**src/include/pme_pkg.sv**
```systemverilog
package pme_pkg;
	// Register offsets from the block base
	localparam logic [3:0] OFS_STATUS_LOW  = 4'h0;
	localparam logic [3:0] OFS_STATUS_HIGH = 4'h1;
	localparam logic [3:0] OFS_ENABLE_LOW  = 4'h2;
	localparam logic [3:0] OFS_ENABLE_HIGH = 4'h3;
	localparam logic [3:0] OFS_CONTROL_LOW = 4'h4;
	localparam logic [3:0] OFS_CONTROL_HIGH = 4'h5;
	// Bit positions
	localparam int BIT_TICK     = 0;
	localparam int BIT_FIRMWARE = 5;
	localparam int BIT_BUTTON   = 0;
	localparam int BIT_ALARM    = 2;
	localparam int BIT_OVERRIDE = 3;
	localparam int BIT_WAKE     = 7;
	localparam int BIT_SCI_GATE = 0;
	localparam int BIT_RELEASE  = 2;
	localparam int BIT_OR_EN    = 1;
	localparam int BIT_COUNTER_MSB = 23;
	// Writable masks (reserved bits read zero)
	localparam logic [7:0] MASK_STATUS_LOW  = 8'h21;
	localparam logic [7:0] MASK_STATUS_HIGH = 8'h8D;
	localparam logic [7:0] MASK_ENABLE_LOW  = 8'h21;
	localparam logic [7:0] MASK_ENABLE_HIGH = 8'h05;
	localparam logic [7:0] MASK_CONTROL_LOW = 8'h05;
	localparam logic [7:0] MASK_CONTROL_HIGH = 8'h02;
	localparam logic [7:0] RESET_BYTE = 8'h00;
	// Override hold time
	localparam longint CLK_HZ        = 100000000;
	localparam longint HOLD_SECONDS  = 4;
	localparam longint HOLD_CYCLES   = CLK_HZ * HOLD_SECONDS;
	typedef struct packed {
		logic       rd;
		logic       wr;
		logic [3:0] addr;
		logic [7:0] wdata;
	} pme_bus_req_type;
	typedef enum logic [1:0] {
		PME_OFF,
		PME_ON
	} pme_power_type;
endpackage : pme_pkg

```
**src/rtl/pme_event_logic.sv**
```systemverilog
`timescale 1ns/1ps
// What this block does
// - Alarm pulse sets alarm flag, status-high bit 2
// - Enabled alarm flag raises SCI
// - Override enabled, button held over 4 s while on sets flag
// - Override also clears button press flag
// - Wake flag sets on supply-request falling edge
// - Wake flag clears by write-one only while on
// - Wake request moves power state to on
// - Flags hardware-set, write-one-clear, reset cleared
// - Reserved bits always read zero
// - Tick rollover enable gates tick flag SCI
// - Firmware release enable and flag raise SCI
// - Button press enable gates SCI or wake
// - Button press flag sets regardless of enable
// - Enable/control bytes RW in writable-mask bits only, reset 00h
// - Tick flag sets on counter bit 23 toggle
// - Firmware release request sets firmware flag
// - SCI gate bit masks all SCI
// - Button assertion sets button press flag
module pme_event_logic #(
	parameter longint HOLD_CYCLES = pme_pkg::HOLD_CYCLES
) (
	input  wire logic                     sys_clk_in,
	input  wire logic                     rst_in,
	input  wire pme_pkg::pme_bus_req_type bus_in,
	output logic [7:0]                    rdata_out,
	input  wire logic                     button_in,
	input  wire logic                     alarm_in,
	input  wire logic                     counter_msb_in,
	input  wire logic                     resume_event_in,
	output logic                          main_supply_request_n_out,
	output logic                          sci_out,
	output logic                          wake_request_out
);
	logic [1:0] button_sync;
	logic [1:0] alarm_sync;
	logic [1:0] msb_sync;
	logic [1:0] resume_sync;
	logic       button_prev;
	logic       alarm_prev;
	logic       msb_prev;
	logic       supply_prev_n;
	logic [7:0] status_low;
	logic [7:0] status_high;
	logic [7:0] event_enable_low;
	logic [7:0] event_enable_high;
	logic [7:0] power_control_low;
	logic [7:0] power_control_high;
	logic [31:0] hold_count;
	logic       override_fire;
	logic       held_done;
	logic       wr_status_low;
	logic       wr_status_high;
	logic       wake_clear_ok;
	pme_pkg::pme_power_type power_state;

	// Two-flop synchronisers for outside inputs
	always_ff @(posedge sys_clk_in) begin
		if (rst_in) begin
			button_sync <= 2'h0;
			alarm_sync  <= 2'h0;
			msb_sync    <= 2'h0;
			resume_sync <= 2'h0;
		end else begin
			button_sync <= {button_sync[0], button_in};
			alarm_sync  <= {alarm_sync[0], alarm_in};
			msb_sync    <= {msb_sync[0], counter_msb_in};
			resume_sync <= {resume_sync[0], resume_event_in};
		end
	end

	// Edge history
	always_ff @(posedge sys_clk_in) begin
		if (rst_in) begin
			button_prev   <= 1'b0;
			alarm_prev    <= 1'b0;
			msb_prev      <= 1'b0;
			supply_prev_n <= 1'b0;
		end else begin
			button_prev   <= button_sync[1];
			alarm_prev    <= alarm_sync[1];
			msb_prev      <= msb_sync[1];
			supply_prev_n <= main_supply_request_n_out;
		end
	end

	// Button hold timer
	assign held_done = (64'(hold_count) >= HOLD_CYCLES);
	always_ff @(posedge sys_clk_in) begin
		if (rst_in || !button_sync[1]) begin
			hold_count <= 32'h0;
		end else if (!held_done) begin
			hold_count <= hold_count + 32'h1;
		end
	end
	assign override_fire = button_sync[1] && held_done && !status_high[pme_pkg::BIT_OVERRIDE]
		&& power_control_high[pme_pkg::BIT_OR_EN] && power_state == pme_pkg::PME_ON;

	assign wr_status_low  = bus_in.wr && bus_in.addr == pme_pkg::OFS_STATUS_LOW;
	assign wr_status_high = bus_in.wr && bus_in.addr == pme_pkg::OFS_STATUS_HIGH;
	assign wake_clear_ok  = !main_supply_request_n_out;

	// Status byte low: tick and firmware release flags, set wins over clear for tick only
	always_ff @(posedge sys_clk_in) begin
		if (rst_in) begin
			status_low <= pme_pkg::RESET_BYTE;
		end else begin
			if (wr_status_low) begin
				status_low <= status_low & ~(bus_in.wdata & pme_pkg::MASK_STATUS_LOW);
			end
			if (msb_sync[1] != msb_prev) begin
				status_low[pme_pkg::BIT_TICK] <= 1'b1;
			end
			// Clearing write also drops the request, so no re-set
			if (power_control_low[pme_pkg::BIT_RELEASE]
				&& !(wr_status_low && bus_in.wdata[pme_pkg::BIT_FIRMWARE])) begin
				status_low[pme_pkg::BIT_FIRMWARE] <= 1'b1;
			end
		end
	end

	// Status byte high: button, alarm, override, wake
	always_ff @(posedge sys_clk_in) begin
		if (rst_in) begin
			status_high <= pme_pkg::RESET_BYTE;
		end else begin
			if (wr_status_high) begin
				status_high <= status_high & ~(bus_in.wdata & pme_pkg::MASK_STATUS_HIGH
					& {wake_clear_ok, 7'h7F});
			end
			if (button_sync[1] && !button_prev) begin
				status_high[pme_pkg::BIT_BUTTON] <= 1'b1;
			end
			if (alarm_sync[1] && !alarm_prev) begin
				status_high[pme_pkg::BIT_ALARM] <= 1'b1;
			end
			if (override_fire) begin
				status_high[pme_pkg::BIT_OVERRIDE] <= 1'b1;
				status_high[pme_pkg::BIT_BUTTON]   <= 1'b0;
			end
			if (supply_prev_n && !main_supply_request_n_out) begin
				status_high[pme_pkg::BIT_WAKE] <= 1'b1;
			end
		end
	end

	// Enable and control bytes
	always_ff @(posedge sys_clk_in) begin
		if (rst_in) begin
			event_enable_low   <= pme_pkg::RESET_BYTE;
			event_enable_high  <= pme_pkg::RESET_BYTE;
			power_control_low  <= pme_pkg::RESET_BYTE;
			power_control_high <= pme_pkg::RESET_BYTE;
		end else begin
			if (bus_in.wr && bus_in.addr == pme_pkg::OFS_ENABLE_LOW) begin
				event_enable_low <= bus_in.wdata & pme_pkg::MASK_ENABLE_LOW;
			end
			if (bus_in.wr && bus_in.addr == pme_pkg::OFS_ENABLE_HIGH) begin
				event_enable_high <= bus_in.wdata & pme_pkg::MASK_ENABLE_HIGH;
			end
			if (bus_in.wr && bus_in.addr == pme_pkg::OFS_CONTROL_LOW) begin
				power_control_low <= bus_in.wdata & pme_pkg::MASK_CONTROL_LOW;
			end else if (wr_status_low && bus_in.wdata[pme_pkg::BIT_FIRMWARE]) begin
				power_control_low[pme_pkg::BIT_RELEASE] <= 1'b0;
			end
			if (bus_in.wr && bus_in.addr == pme_pkg::OFS_CONTROL_HIGH) begin
				power_control_high <= bus_in.wdata & pme_pkg::MASK_CONTROL_HIGH;
			end
		end
	end

	// Power state: wake request to on, override to off
	always_ff @(posedge sys_clk_in) begin
		if (rst_in) begin
			power_state <= pme_pkg::PME_ON;
		end else begin
			case (power_state)
				pme_pkg::PME_ON: begin
					if (override_fire) begin
						power_state <= pme_pkg::PME_OFF;
					end
				end
				pme_pkg::PME_OFF: begin
					if (wake_request_out) begin
						power_state <= pme_pkg::PME_ON;
					end
				end
				default: begin
					power_state <= pme_pkg::PME_ON;
				end
			endcase
		end
	end

	always_ff @(posedge sys_clk_in) begin
		if (rst_in) begin
			main_supply_request_n_out <= 1'b0;
		end else begin
			// Follows the next power state, so supply and state never disagree
			if (power_state == pme_pkg::PME_ON) begin
				main_supply_request_n_out <= override_fire;
			end else begin
				main_supply_request_n_out <= !wake_request_out;
			end
		end
	end

	// Resume while off: synced resume or enabled button press
	assign wake_request_out = power_state == pme_pkg::PME_OFF && (resume_sync[1]
		|| (status_high[pme_pkg::BIT_BUTTON] && event_enable_high[pme_pkg::BIT_BUTTON]));

	// SCI level
	always_ff @(posedge sys_clk_in) begin
		if (rst_in) begin
			sci_out <= 1'b0;
		end else begin
			sci_out <= power_control_low[pme_pkg::BIT_SCI_GATE] && (
				(status_low[pme_pkg::BIT_TICK] && event_enable_low[pme_pkg::BIT_TICK])
				|| (status_low[pme_pkg::BIT_FIRMWARE]
					&& event_enable_low[pme_pkg::BIT_FIRMWARE])
				|| (status_high[pme_pkg::BIT_ALARM]
					&& event_enable_high[pme_pkg::BIT_ALARM])
				|| (power_state == pme_pkg::PME_ON && status_high[pme_pkg::BIT_BUTTON]
					&& event_enable_high[pme_pkg::BIT_BUTTON]));
		end
	end

	// Read data
	always_ff @(posedge sys_clk_in) begin
		if (rst_in) begin
			rdata_out <= 8'h00;
		end else if (bus_in.rd) begin
			case (bus_in.addr)
				pme_pkg::OFS_STATUS_LOW:   rdata_out <= status_low & pme_pkg::MASK_STATUS_LOW;
				pme_pkg::OFS_STATUS_HIGH:  rdata_out <= status_high & pme_pkg::MASK_STATUS_HIGH;
				pme_pkg::OFS_ENABLE_LOW:   rdata_out <= event_enable_low;
				pme_pkg::OFS_ENABLE_HIGH:  rdata_out <= event_enable_high;
				pme_pkg::OFS_CONTROL_LOW:  rdata_out <= power_control_low;
				pme_pkg::OFS_CONTROL_HIGH: rdata_out <= power_control_high;
				default:                   rdata_out <= 8'h00;
			endcase
		end
	end
endmodule : pme_event_logic

```
**config.mk**
```make
export PLATFORM = sky130hd
export DESIGN_NAME = pme_event_logic
export DESIGN_NICKNAME = d
export VERILOG_FILES = /design/src/include/pme_pkg.sv /design/src/rtl/pme_event_logic.sv
export SDC_FILE = /design/constraint.sdc
export NUM_CORES = 1
export LEC_CHECK = 0
export BUFFER_PORTS_ARGS = -buffer_cell sky130_fd_sc_hd__buf_2
export CAP_MARGIN = 20
export CORE_ASPECT_RATIO = 1.4
export CORE_MARGIN = 2
export CORE_UTILIZATION = 55
export CTS_CLUSTER_DIAMETER = 80
export DETAILED_ROUTE_END_ITERATION = 8
export GPL_TIMING_DRIVEN = 0
export PLACE_DENSITY = 0.72
export SLEW_MARGIN = 20
export SYNTH_ARGS = -nofsm -noshare
export SYNTH_HDL_FRONTEND = slang
export SYNTH_SLANG_ARGS = --single-unit
```
**constraint.sdc**
```tcl
create_clock -name sys_clk_in -period 3.6 [get_ports sys_clk_in]
set_clock_uncertainty 0.1 [all_clocks]
set_input_delay 0.18 -clock sys_clk_in [delete_from_list [all_inputs] [get_ports sys_clk_in]]
set_output_delay 0.18 -clock sys_clk_in [all_outputs]
set_load 0.05 [all_outputs]
```
# [Word-level counts from Yosys, hierarchy flattened]
# Index checks and enable logic that the tools add are counted.
[word_totals] ff_bits=79 input_bits=20 output_inout_bits=11 word_cells=103
[op_classes] add_sub_neg=1 n_lt_le_gt_ge=1 n_eq_ne=9 mux=15 bitwise=5 reduce_logical=46
[op_table] cell="one-hot mux 8 bit (6 select lines)" count=1
[op_table] cell="adder 32 x 1 -> 32 bit, second input constant" count=1
[op_table] cell=">= comparator 32 x 29 -> 1 bit, second input constant" count=1
[op_table] cell="AND 8 bit" count=3
[op_table] cell="logical AND 1 bit" count=23
[op_table] cell="nonzero test 2 bit" count=7
[op_table] cell="2-to-1 mux 1 bit" count=9
[op_table] cell="equality test 4 x 2 -> 1 bit, second input constant" count=2
[op_table] cell="equality test 4 x 3 -> 1 bit, second input constant" count=2
[op_table] cell="2-to-1 mux 8 bit" count=1
[op_table] cell="NOT 6 -> 8 bit" count=1
[op_table] cell="NOT 8 bit" count=1
[op_table] cell="zero test 1 bit" count=7
[op_table] cell="2-to-1 mux 6 bit" count=1
[op_table] cell="logical OR 1 bit" count=5
[op_table] cell="equality test 4 x 1 -> 1 bit, second input constant" count=1
[op_table] cell="zero test 4 bit" count=1
[op_table] cell="2-to-1 mux 2 bit" count=2
[op_table] cell="inequality test 2 bit, second input constant" count=2
[op_table] cell="one-hot mux 2 bit (2 select lines)" count=1
[op_table] cell="equality test 2 x 1 -> 1 bit, second input constant" count=1
[op_table] cell="zero test 2 bit" count=1
[op_table] cell="AND reduction 2 bit" count=1
[op_table] cell="OR reduction 2 bit" count=1
[op_table] cell="inequality test 1 bit" count=1

# [Longest topological paths before layout]
# Gate-level depths: netlist (run 1).
[logic_depth] depth_word=7 mapped_depth=7 mapped_depth_nobuf=6

# [Worst setup path before layout (run 1)]
# OpenSTA, ideal clock, no wires.
[synth_timing] kind="reg-to-reg" startpoint="reg hold_count[12]" endpoint="reg hold_count[3]" setup_ns=0.070 arrival_ns=1.828 required_ns=3.430 slack_ns=1.602 path_stages_with_launch=7 n_path_buf=1 period_less_slack_ns=1.998 cell_sequence="dfxtp_1 -> or4_4 -> o211ai_2 -> o21ai_2 -> buf_6 -> or4_1 -> a21oi_1"
[synth_via] elab_chain_len=1
[synth_rtl] item="start: declaration" line_no="pme_event_logic.sv:50" source="logic [31:0] hold_count;"
[synth_rtl] item="start signal: assignment" line_no="pme_event_logic.sv:94" source="hold_count <= hold_count + 32'h1;"
[synth_rtl] item=">= comparator 32 x 29 -> 1 bit" line_no="pme_event_logic.sv:89" source="assign held_done = (64'(hold_count) >= HOLD_CYCLES);"
# No other way between the ends.
# A chain may end at the register's enable or synchronous reset.

# [Final worst setup path (run 1)]
[layout_timing] startpoint="reg hold_count[0]" endpoint="reg hold_count[24]"
[layout_via] elab_chain_len=1 word_cells_on_any_way=2 cone_classes="1 x add/sub; 1 x order compare"
[layout_rtl] item="adder 32 x 1 -> 32 bit or >= comparator 32 x 29 -> 1 bit (tied branches)" line_no="pme_event_logic.sv:94, pme_event_logic.sv:89"
# Parallel ways exist; a longest one is shown, timed or not.

==> results of run 1 <==
-- worst paths after layout --
path                                       end                  startpoint  slack (ns)  cells past startpoint
min reg2reg             msb_sync[1]$_SDFF_PP0_      msb_sync[0]$_SDFF_PP0_        0.33                      1
max                hold_count[24]$_SDFFE_PP0P_  hold_count[0]$_SDFFE_PP0P_        1.12                      6
max reg2reg        hold_count[24]$_SDFFE_PP0P_  hold_count[0]$_SDFFE_PP0P_        1.12                      6
min          event_enable_high[2]$_SDFFE_PP0P_                   bus_in[2]       0.005                      3
-- worst register-to-register path: cells and delay by family (launching register included) --
| kind | cells | cell delay [ns] |
|---|---|---|
| AND/OR/NAND/NOR | 4 | 1.48 |
| flip-flops | 1 | 0.45 |
| adder cells (fa/ha/maj) | 1 | 0.23 |
| AO/OA/AOI/OAI | 1 | 0.15 |
-- routing by layer --
metal / track usage [%] / up-vias / part of all wire [%]
met5: 0 / - / 0
met4: 14.63 / 0 / 4.3
met3: 5.767 / 28 / 5.2
met2: 43.08 / 82 / 49
met1: 29.56 / 1289 / 41
li1: - / 1387 / -
-- cells in the final DEF, fill, tap and decap left out, types with 9 or more instances in the layout --
cell type  instances
dfxtp_1           66
nor2_1            31
buf_2             29
a21oi_1           26
nand2_1           25
or4_1             20
nor2b_1           13
nand3_1           13
clkbuf_1          13
o31ai_1           13
o21ai_0           11
mux2i_1           11
inv_1              9
nand4_1            9
clkbuf_8           9
-- sequential cells by signal (all words and copies together) (netlist names), 2 cells and up --
register           flops
power_control_low      2
event_enable_low       2
rdata_out              6
resume_sync            2
event_enable_high      2
status_high            4
hold_count            32
status_low             2
button_sync            2
msb_sync               2
alarm_sync             2
-- report_power, final --
part	switching, W	leakage, nW	total (W)	internal [W]
Combinational	0.0000366	0.645	0.0000626	0.0000260
Clock	0.000303	0.0822	0.000557	0.000254
Sequential	0.00000513	0.534	0.000743	0.000738
-- cell families (layout without fill, tap and decap cells) --
group	Yosys count	after routing	synth area share, %
buf+inv	30	76	4.385
flops	66	66	43.28
other cells	1	2	0.1228
simple gates	156	156	29.18
mux	12	12	4.344
fa+ha+maj	2	2	0.8195
xor+xnor	2	2	0.5739
compound gates	81	81	17.29
-- final cells by class --
type                    instances  area, sq um
clock inverters                 7        53.80
repair buffers                 30        180.2
fillers                       482         1946
flip-flops and latches         66         1321
plain buffers                  21        100.1
inverters                       9        33.78
well taps                      68        85.08
multi-input cells             255         1602
clock buffers                   9        123.9
-- through the flow --
stage | setup slack, ns | power [W] | cells
2_1_floorplan | 1.602 | 0.0007961 | 351
3_3_place_gp | 1.236 | 0.0008165 | 443
3_5_place_dp | 1.192 | 0.0008175 | 443
4_1_cts | 1.164 | 0.001373 | 465
5_1_grt | 0.9991 | 0.001422 | 465
6_report | 1.118 | 0.001363 | 465
-- repair_timing --
action                                 4_1_cts  5_1_grt
hold buffers                                 6        0
endpoints found under the hold margin        6        0
buffers inserted                             0        0
==> flow_summary_export.csv, run 1 <==
group,metric,value,unit
worst_setup_path,endpoint_kind,"flop",
min_path,hp-class,"in2reg",
pwr,p_per_area,389.3,nW/um^2
placement,dp_hpwl,5162,microns
clock_tree,cts_tree,"done",
die,row_count,32,
drt,vias,2786,
global_route,grt_max_degree,14,
clock_tree,clock_latency,0.35,ns
synthesis,async_flop_share,0,%
final_layout,syn_to_final_growth,14.63,%
pwr,p_leak,1.261,nW
sta,final.min_clock_period,2.482,ns
die,initial_core_util,56.07,%
worst_setup_path,path_class,"reg2reg",
global_route,overflow,0,
drt,wl_per_cell,15.68,microns
worst_setup_path,critPathSlowestCell,"nor4_2",
global_route,antenna_found_initial,0,
synthesis,synth_area_per_cell,8.723,sq um
clock_tree,root_buffer,"clkbuf_8",
worst_setup_path,slowest_delay,0.62,ns
worst_setup_path,cp_max_fo,6,
final_layout,drive_gt1_share,13.85,%
clock_tree,numCtsBuffers,9,
synthesis,synth_top_area_cell,"dfxtp_1",
final_layout,design_area,3500,sq um
drt,first_iter_violations,145,
final_layout,nNetsFinal,414,
placement,gp_congestion,0.8253,
synthesis,yosysMostFrequentCell,"dfxtp_1",
placement,portBuffers,24,
sta,relSlewSlack,50.14,%
die,pin_count,31,
synthesis,synth-main-ff-cell,"dfxtp_1",
synthesis,synth_commonest_cells,"66 x dfxtp_1, 31 x nor2_1, 26 x a21oi_1",
final_layout,antenna_cells,0,
synthesis,netlist_area,3053,sq um
sta,fmax,402.9,MHz
global_route,grt_pass1_wl,12160,microns
drt,drc,0,
clock_tree,cts_resized,0,
final_layout,finish.utilization,64.27,%
synthesis,synthCells,350,
synthesis,ys_warn_count,0,
global_route,grt_pass1_vias,2629,
synthesis,ys_types,51,
sta,hold_viol,0,
clock_tree,path_clk_slew,0.08,ns
worst_setup_path,worst-path-buf-inv,0,
global_route,grt_usage,25.80,%
synthesis,synth_top_area_share,43.28,%
sta,setup_viol,0,
drt,vias_per_cell,5.991,
sta,rsz0062_at_grt,"false",
synthesis,yosys-top-cells-area,"dfxtp_1 43%, or4_1 4.9%, a21oi_1 4.3%",
die,die_area,6171,sq um
pwr,peakVddDrop,254.9,uV
die,chipWidth,66.97,microns
drt,drtPass1Iterations,4,
clock_tree,cts_max_path_buffers,2,
die,fp.dieH,92.15,microns
run,maxCapViolations,0,
clock_tree,clkSinkCount,66,
worst_setup_path,arrival,2.65,ns
drt,drt_wl_total,7290,microns
worst_setup_path,crit_top_cell,"nand4_1",
die,core_area,5445,sq um
synthesis,synth_edf_count,0,
sta,worst_pin_slew,0.7417,ns
sta,slew_viol_final,0,
synthesis,synth-seq-cells,66,
synthesis,synth_seq_area_share,43.28,%
status,status,"finished clean",
placement,place_area,3262,sq um
sta,fin_crit_sh,68.94,%
sta,holdWs,0.004654,ns
worst_setup_path,required,3.77,ns
worst_setup_path,path_cells,"ha_1, nand4_1, nor4_2, nand4_1, or4_1, a21oi_1",
worst_setup_path,cp-start-kind,"flop",
worst_setup_path,cpLargestDelayFamily,"simple AND/OR/NAND/NOR gates",
drt,antenna_left,0,
sta,tns,0,ns
clock_tree,cts_max_level,3,
Note: power is estimated with default switching activity, not from simulation.
==> inputs of run 2 (changes only) <==
--- a/config.mk
+++ b/config.mk
@@ -5,11 +5,12 @@
 export SDC_FILE = /design/constraint.sdc
 export NUM_CORES = 1
 export LEC_CHECK = 0
+export ABC_AREA = 1
 export BUFFER_PORTS_ARGS = -buffer_cell sky130_fd_sc_hd__buf_2
 export CAP_MARGIN = 20
 export CORE_ASPECT_RATIO = 1.4
 export CORE_MARGIN = 2
-export CORE_UTILIZATION = 55
+export CORE_UTILIZATION = 53
 export CTS_CLUSTER_DIAMETER = 80
 export DETAILED_ROUTE_END_ITERATION = 8
 export GPL_TIMING_DRIVEN = 0
==> constraint.sdc (replaced) <==
create_clock -name sys_clk_in -period 2.05 [get_ports sys_clk_in]
set_clock_uncertainty 0.1 [all_clocks]
set_input_delay 0.1025 -clock sys_clk_in [delete_from_list [all_inputs] [get_ports sys_clk_in]]
set_output_delay 0.1025 -clock sys_clk_in [all_outputs]
set_load 0.05 [all_outputs]
==> run 2 against run 1 <==
Net effect:
- wire length up 13%
- power increased by 95%
- cell area is 14% higher
- sequential share of layout area is 4.7 points lower
- critical path depth grew 2
- non-clock buffer count rose by 2
- combinational power is 90% higher
- clock power grew 120%
- synthesized area up 12%
- sequential power increased by 76%
- global-route usage fell by 1.2 points
- largest cell class unchanged
- largest power group unchanged
==> flow_summary_export.csv, run 2 <==
group,metric,value,unit
synthesis,synth-main-ff-cell,"dfxtp_1",
worst_setup_path,arrival,2.13,ns
synthesis,async_flop_share,0,%
synthesis,synthCells,523,
worst_setup_path,crit_top_cell,"dlygate4sd3_1",
worst_setup_path,r2r_slack,0.26,ns
clock_tree,cts_max_level,3,
global_route,overflow,0,
worst_setup_path,cp_max_fo,5,
die,initial_core_util,55.06,%
placement,dp_slack,0.1517,ns
drt,first_iter_violations,152,
worst_setup_path,required,2.23,ns
sta,fin_crit_sh,94.96,%
synthesis,netlist_area,3420,sq um
worst_setup_path,endpoint_kind,"flop",
synthesis,synth_commonest_cells,"172 x nand2_1, 76 x nor2_1, 66 x dfxtp_1",
status,status,"finished clean",
placement,gp_congestion,0.9216,
synthesis,synth_edf_count,0,
clock_tree,cts_tree,"done",
synthesis,yosysMostFrequentCell,"nand2_1",
die,die_area,7119,sq um
clock_tree,root_buffer,"clkbuf_8",
sta,slew_viol_final,0,
clock_tree,cts_max_path_buffers,2,
synthesis,synth_area_per_cell,6.538,sq um
synthesis,synth_top_area_share,38.64,%
sta,relSlewSlack,53.19,%
global_route,grt_max_degree,14,
worst_setup_path,path_cells,"dlygate4sd3_1, buf_2, nor2_1, nand2_1, inv_1, nand3_1, a21oi_1, dlygate4sd3_1",
final_layout,drive_gt1_share,15.05,%
clock_tree,postCtsSetupRepairBufs,0,
worst_setup_path,worstRegToRegCells,8,
drt,antenna_left,0,
sta,setup_viol,0,
drt,vias_per_cell,5.068,
worst_setup_path,critPathSlowestCell,"dlygate4sd3_1",
synthesis,synth_top_area_cell,"dfxtp_1",
final_layout,final_cell_mix,"172 x nand2_1, 75 x nor2_1, 65 x dfxtp_1",
placement,portBuffers,24,
worst_setup_path,r2r_end,"hold_count[10]$_SDFFE_PP0P_",
die,core_area,6211,sq um
global_route,grt_pass1_wl,13620,microns
sta,worst_pin_slew,0.7022,ns
die,row_count,34,
synthesis,ys_warn_count,0,
worst_setup_path,cp-start-kind,"input port",
synthesis,yosys-top-cells-area,"dfxtp_1 39%, nand2_1 19%, nor2_1 8.3%",
synthesis,ys_types,28,
sta,timing.final.ws_setup,0.1034,ns
clock_tree,clock_latency,0.34,ns
sta,final.min_clock_period,1.947,ns
sta,fmax,513.7,MHz
worst_setup_path,r2r_start,"hold_count[1]$_SDFFE_PP0P_",
final_layout,antenna_cells,0,
die,pin_count,31,
die,fp.dieH,99.04,microns
worst_setup_path,slowest_delay,0.57,ns
global_route,antenna_found_initial,0,
clock_tree,numCtsBuffers,9,
pwr,p_leak,1.484,nW
synthesis,synth_seq_area_share,38.64,%
placement,dp_hpwl,6280,microns
clock_tree,path_clk_slew,0.08,ns
drt,vias,3294,
min_path,min_to,"rdata_out[1]$_SDFFE_PP0P_",
global_route,grt_pass1_vias,3104,
pwr,p_per_area,662.9,nW/um^2
drt,drt_wl_total,8236,microns
global_route,use_met1,25.37,%
drt,drc,0,
drt,drtPass1Iterations,5,
final_layout,nNetsFinal,595,
global_route,met3_usage,4.806,%
final_layout,syn_to_final_growth,17.09,%
min_path,min_from,"bus_in[9]",
sta,rsz0062_at_grt,"false",
global_route,grt_usage,24.59,%
min_path,hp-class,"in2reg",
min_path,min_path_cells,4,
run,maxCapViolations,0,
final_layout,largest_reg_flops,32,
global_route,busiest_layer,"met2",
global_route,use_met2,45.66,%
sta,tns,0,ns
final_layout,final_common_cell,"nand2_1",
placement,place_area,3633,sq um
final_layout,registers.top_by_ff_count,"hold_count",
sta,hold_viol,0,
drt,wl_per_cell,12.67,microns
final_layout,biggestRegsByFlops,"hold_count x32, rdata_out x6, status_high x4",
die,chipWidth,71.89,microns
pwr,peakVddDrop,458.9,uV
clock_tree,clkSinkCount,66,
synthesis,synth-seq-cells,66,
final_layout,design_area,4004,sq um
worst_setup_path,path_class,"in2reg",
[run 2: cell types whose count changed in the layout (fill, tap and decap cells not counted), moves of 9 or more]
cell	before	now
a21oi_1	26	39
a21oi_2	0	9
inv_1	9	47
mux2i_1	11	0
nand2_1	25	172
nand2_2	0	17
nand3_1	13	37
nor2_1	31	75
nor2b_1	13	0
o31ai_1	13	1
or4_1	20	0
[run 2: kinds of logic after synthesis]
family                   after synthesis  synth area share, %
AO/OA/AOI/OAI                         62                10.25
XOR/XNOR                              14                3.586
buffers and inverters                 64                8.415
AND/OR/NAND/NOR                      314                38.27
other                                  1               0.1097
flip-flops                            66                38.64
adder cells (fa/ha/maj)                2               0.7317
[run 2: worst max path at each step]
stage | startpoint | to | slack [ns] | depth (start not counted)
2_1_floorplan | hold_count[0]$_SDFFE_PP0P_ | hold_count[14]$_SDFFE_PP0P_ | 0.44 | 7
3_5_place_dp | hold_count[0]$_SDFFE_PP0P_ | hold_count[14]$_SDFFE_PP0P_ | 0.15 | 7
3_3_place_gp | hold_count[0]$_SDFFE_PP0P_ | hold_count[14]$_SDFFE_PP0P_ | 0.15 | 7
4_1_cts | hold_count[0]$_SDFFE_PP0P_ | hold_count[14]$_SDFFE_PP0P_ | 0.11 | 7
6_report | bus_in[11] | rdata_out[3]$_SDFFE_PP0P_ | 0.10 | 8
5_1_grt | bus_in[11] | rdata_out[3]$_SDFFE_PP0P_ | 0.007 | 8
[run 2: layout make-up]
type / instances / area (sq um)
fill: 585 / 2207
clock inverter: 7 / 100.1
sequential: 66 / 1323
multi-input combinational: 394 / 1819
inverter: 49 / 183.9
buffer: 15 / 103.9
clock buffer: 9 / 123.9
tap: 72 / 90.09
timing repair buffer: 38 / 260.3
[run 2: worst max-delay path: cells and delay by family]
family | cells | cell delay [ns]
and+or+nand+nor | 3 | 0.50
AOI/OAI and AO/OA | 1 | 0.15
buffers and inverters | 4 | 1.38
[run 2: per-layer routing]
metal,routed length [microns],part of all wire (%),vias to the layer above
li1,-,-,1739
met5,0,0,-
met3,356,4.3,24
met4,307,3.7,0
met2,4266,52,75
met1,3305,40,1456
[run 2: timing repair]
action                     in CTS  in global routing
hold endpoints to repair       21                  0
resized for setup               0                  3
hold buffers                   14                  0
setup endpoints to repair       0                  3
[run 2: power breakdown]
part           total (W)  internal, W  leakage, nW  switching (W)
Sequential       0.00131      0.00130        0.535     0.00000987
Combinational   0.000119    0.0000463        0.835      0.0000731
Clock            0.00123     0.000695        0.114       0.000532
[run 2: metrics by stage]
stage	utilization [%]	power (W)	hold slack (ns)	std cells
3_3_place_gp	58.50	0.001437	0.2026	620
3_5_place_dp	58.50	0.001438	0.2159	620
2_1_floorplan	-	0.001398	0.09640	524
6_report	64.46	0.002654	0.006872	650
4_1_cts	64.36	0.002681	0.00008810	650
5_1_grt	64.46	0.002744	0.02528	650
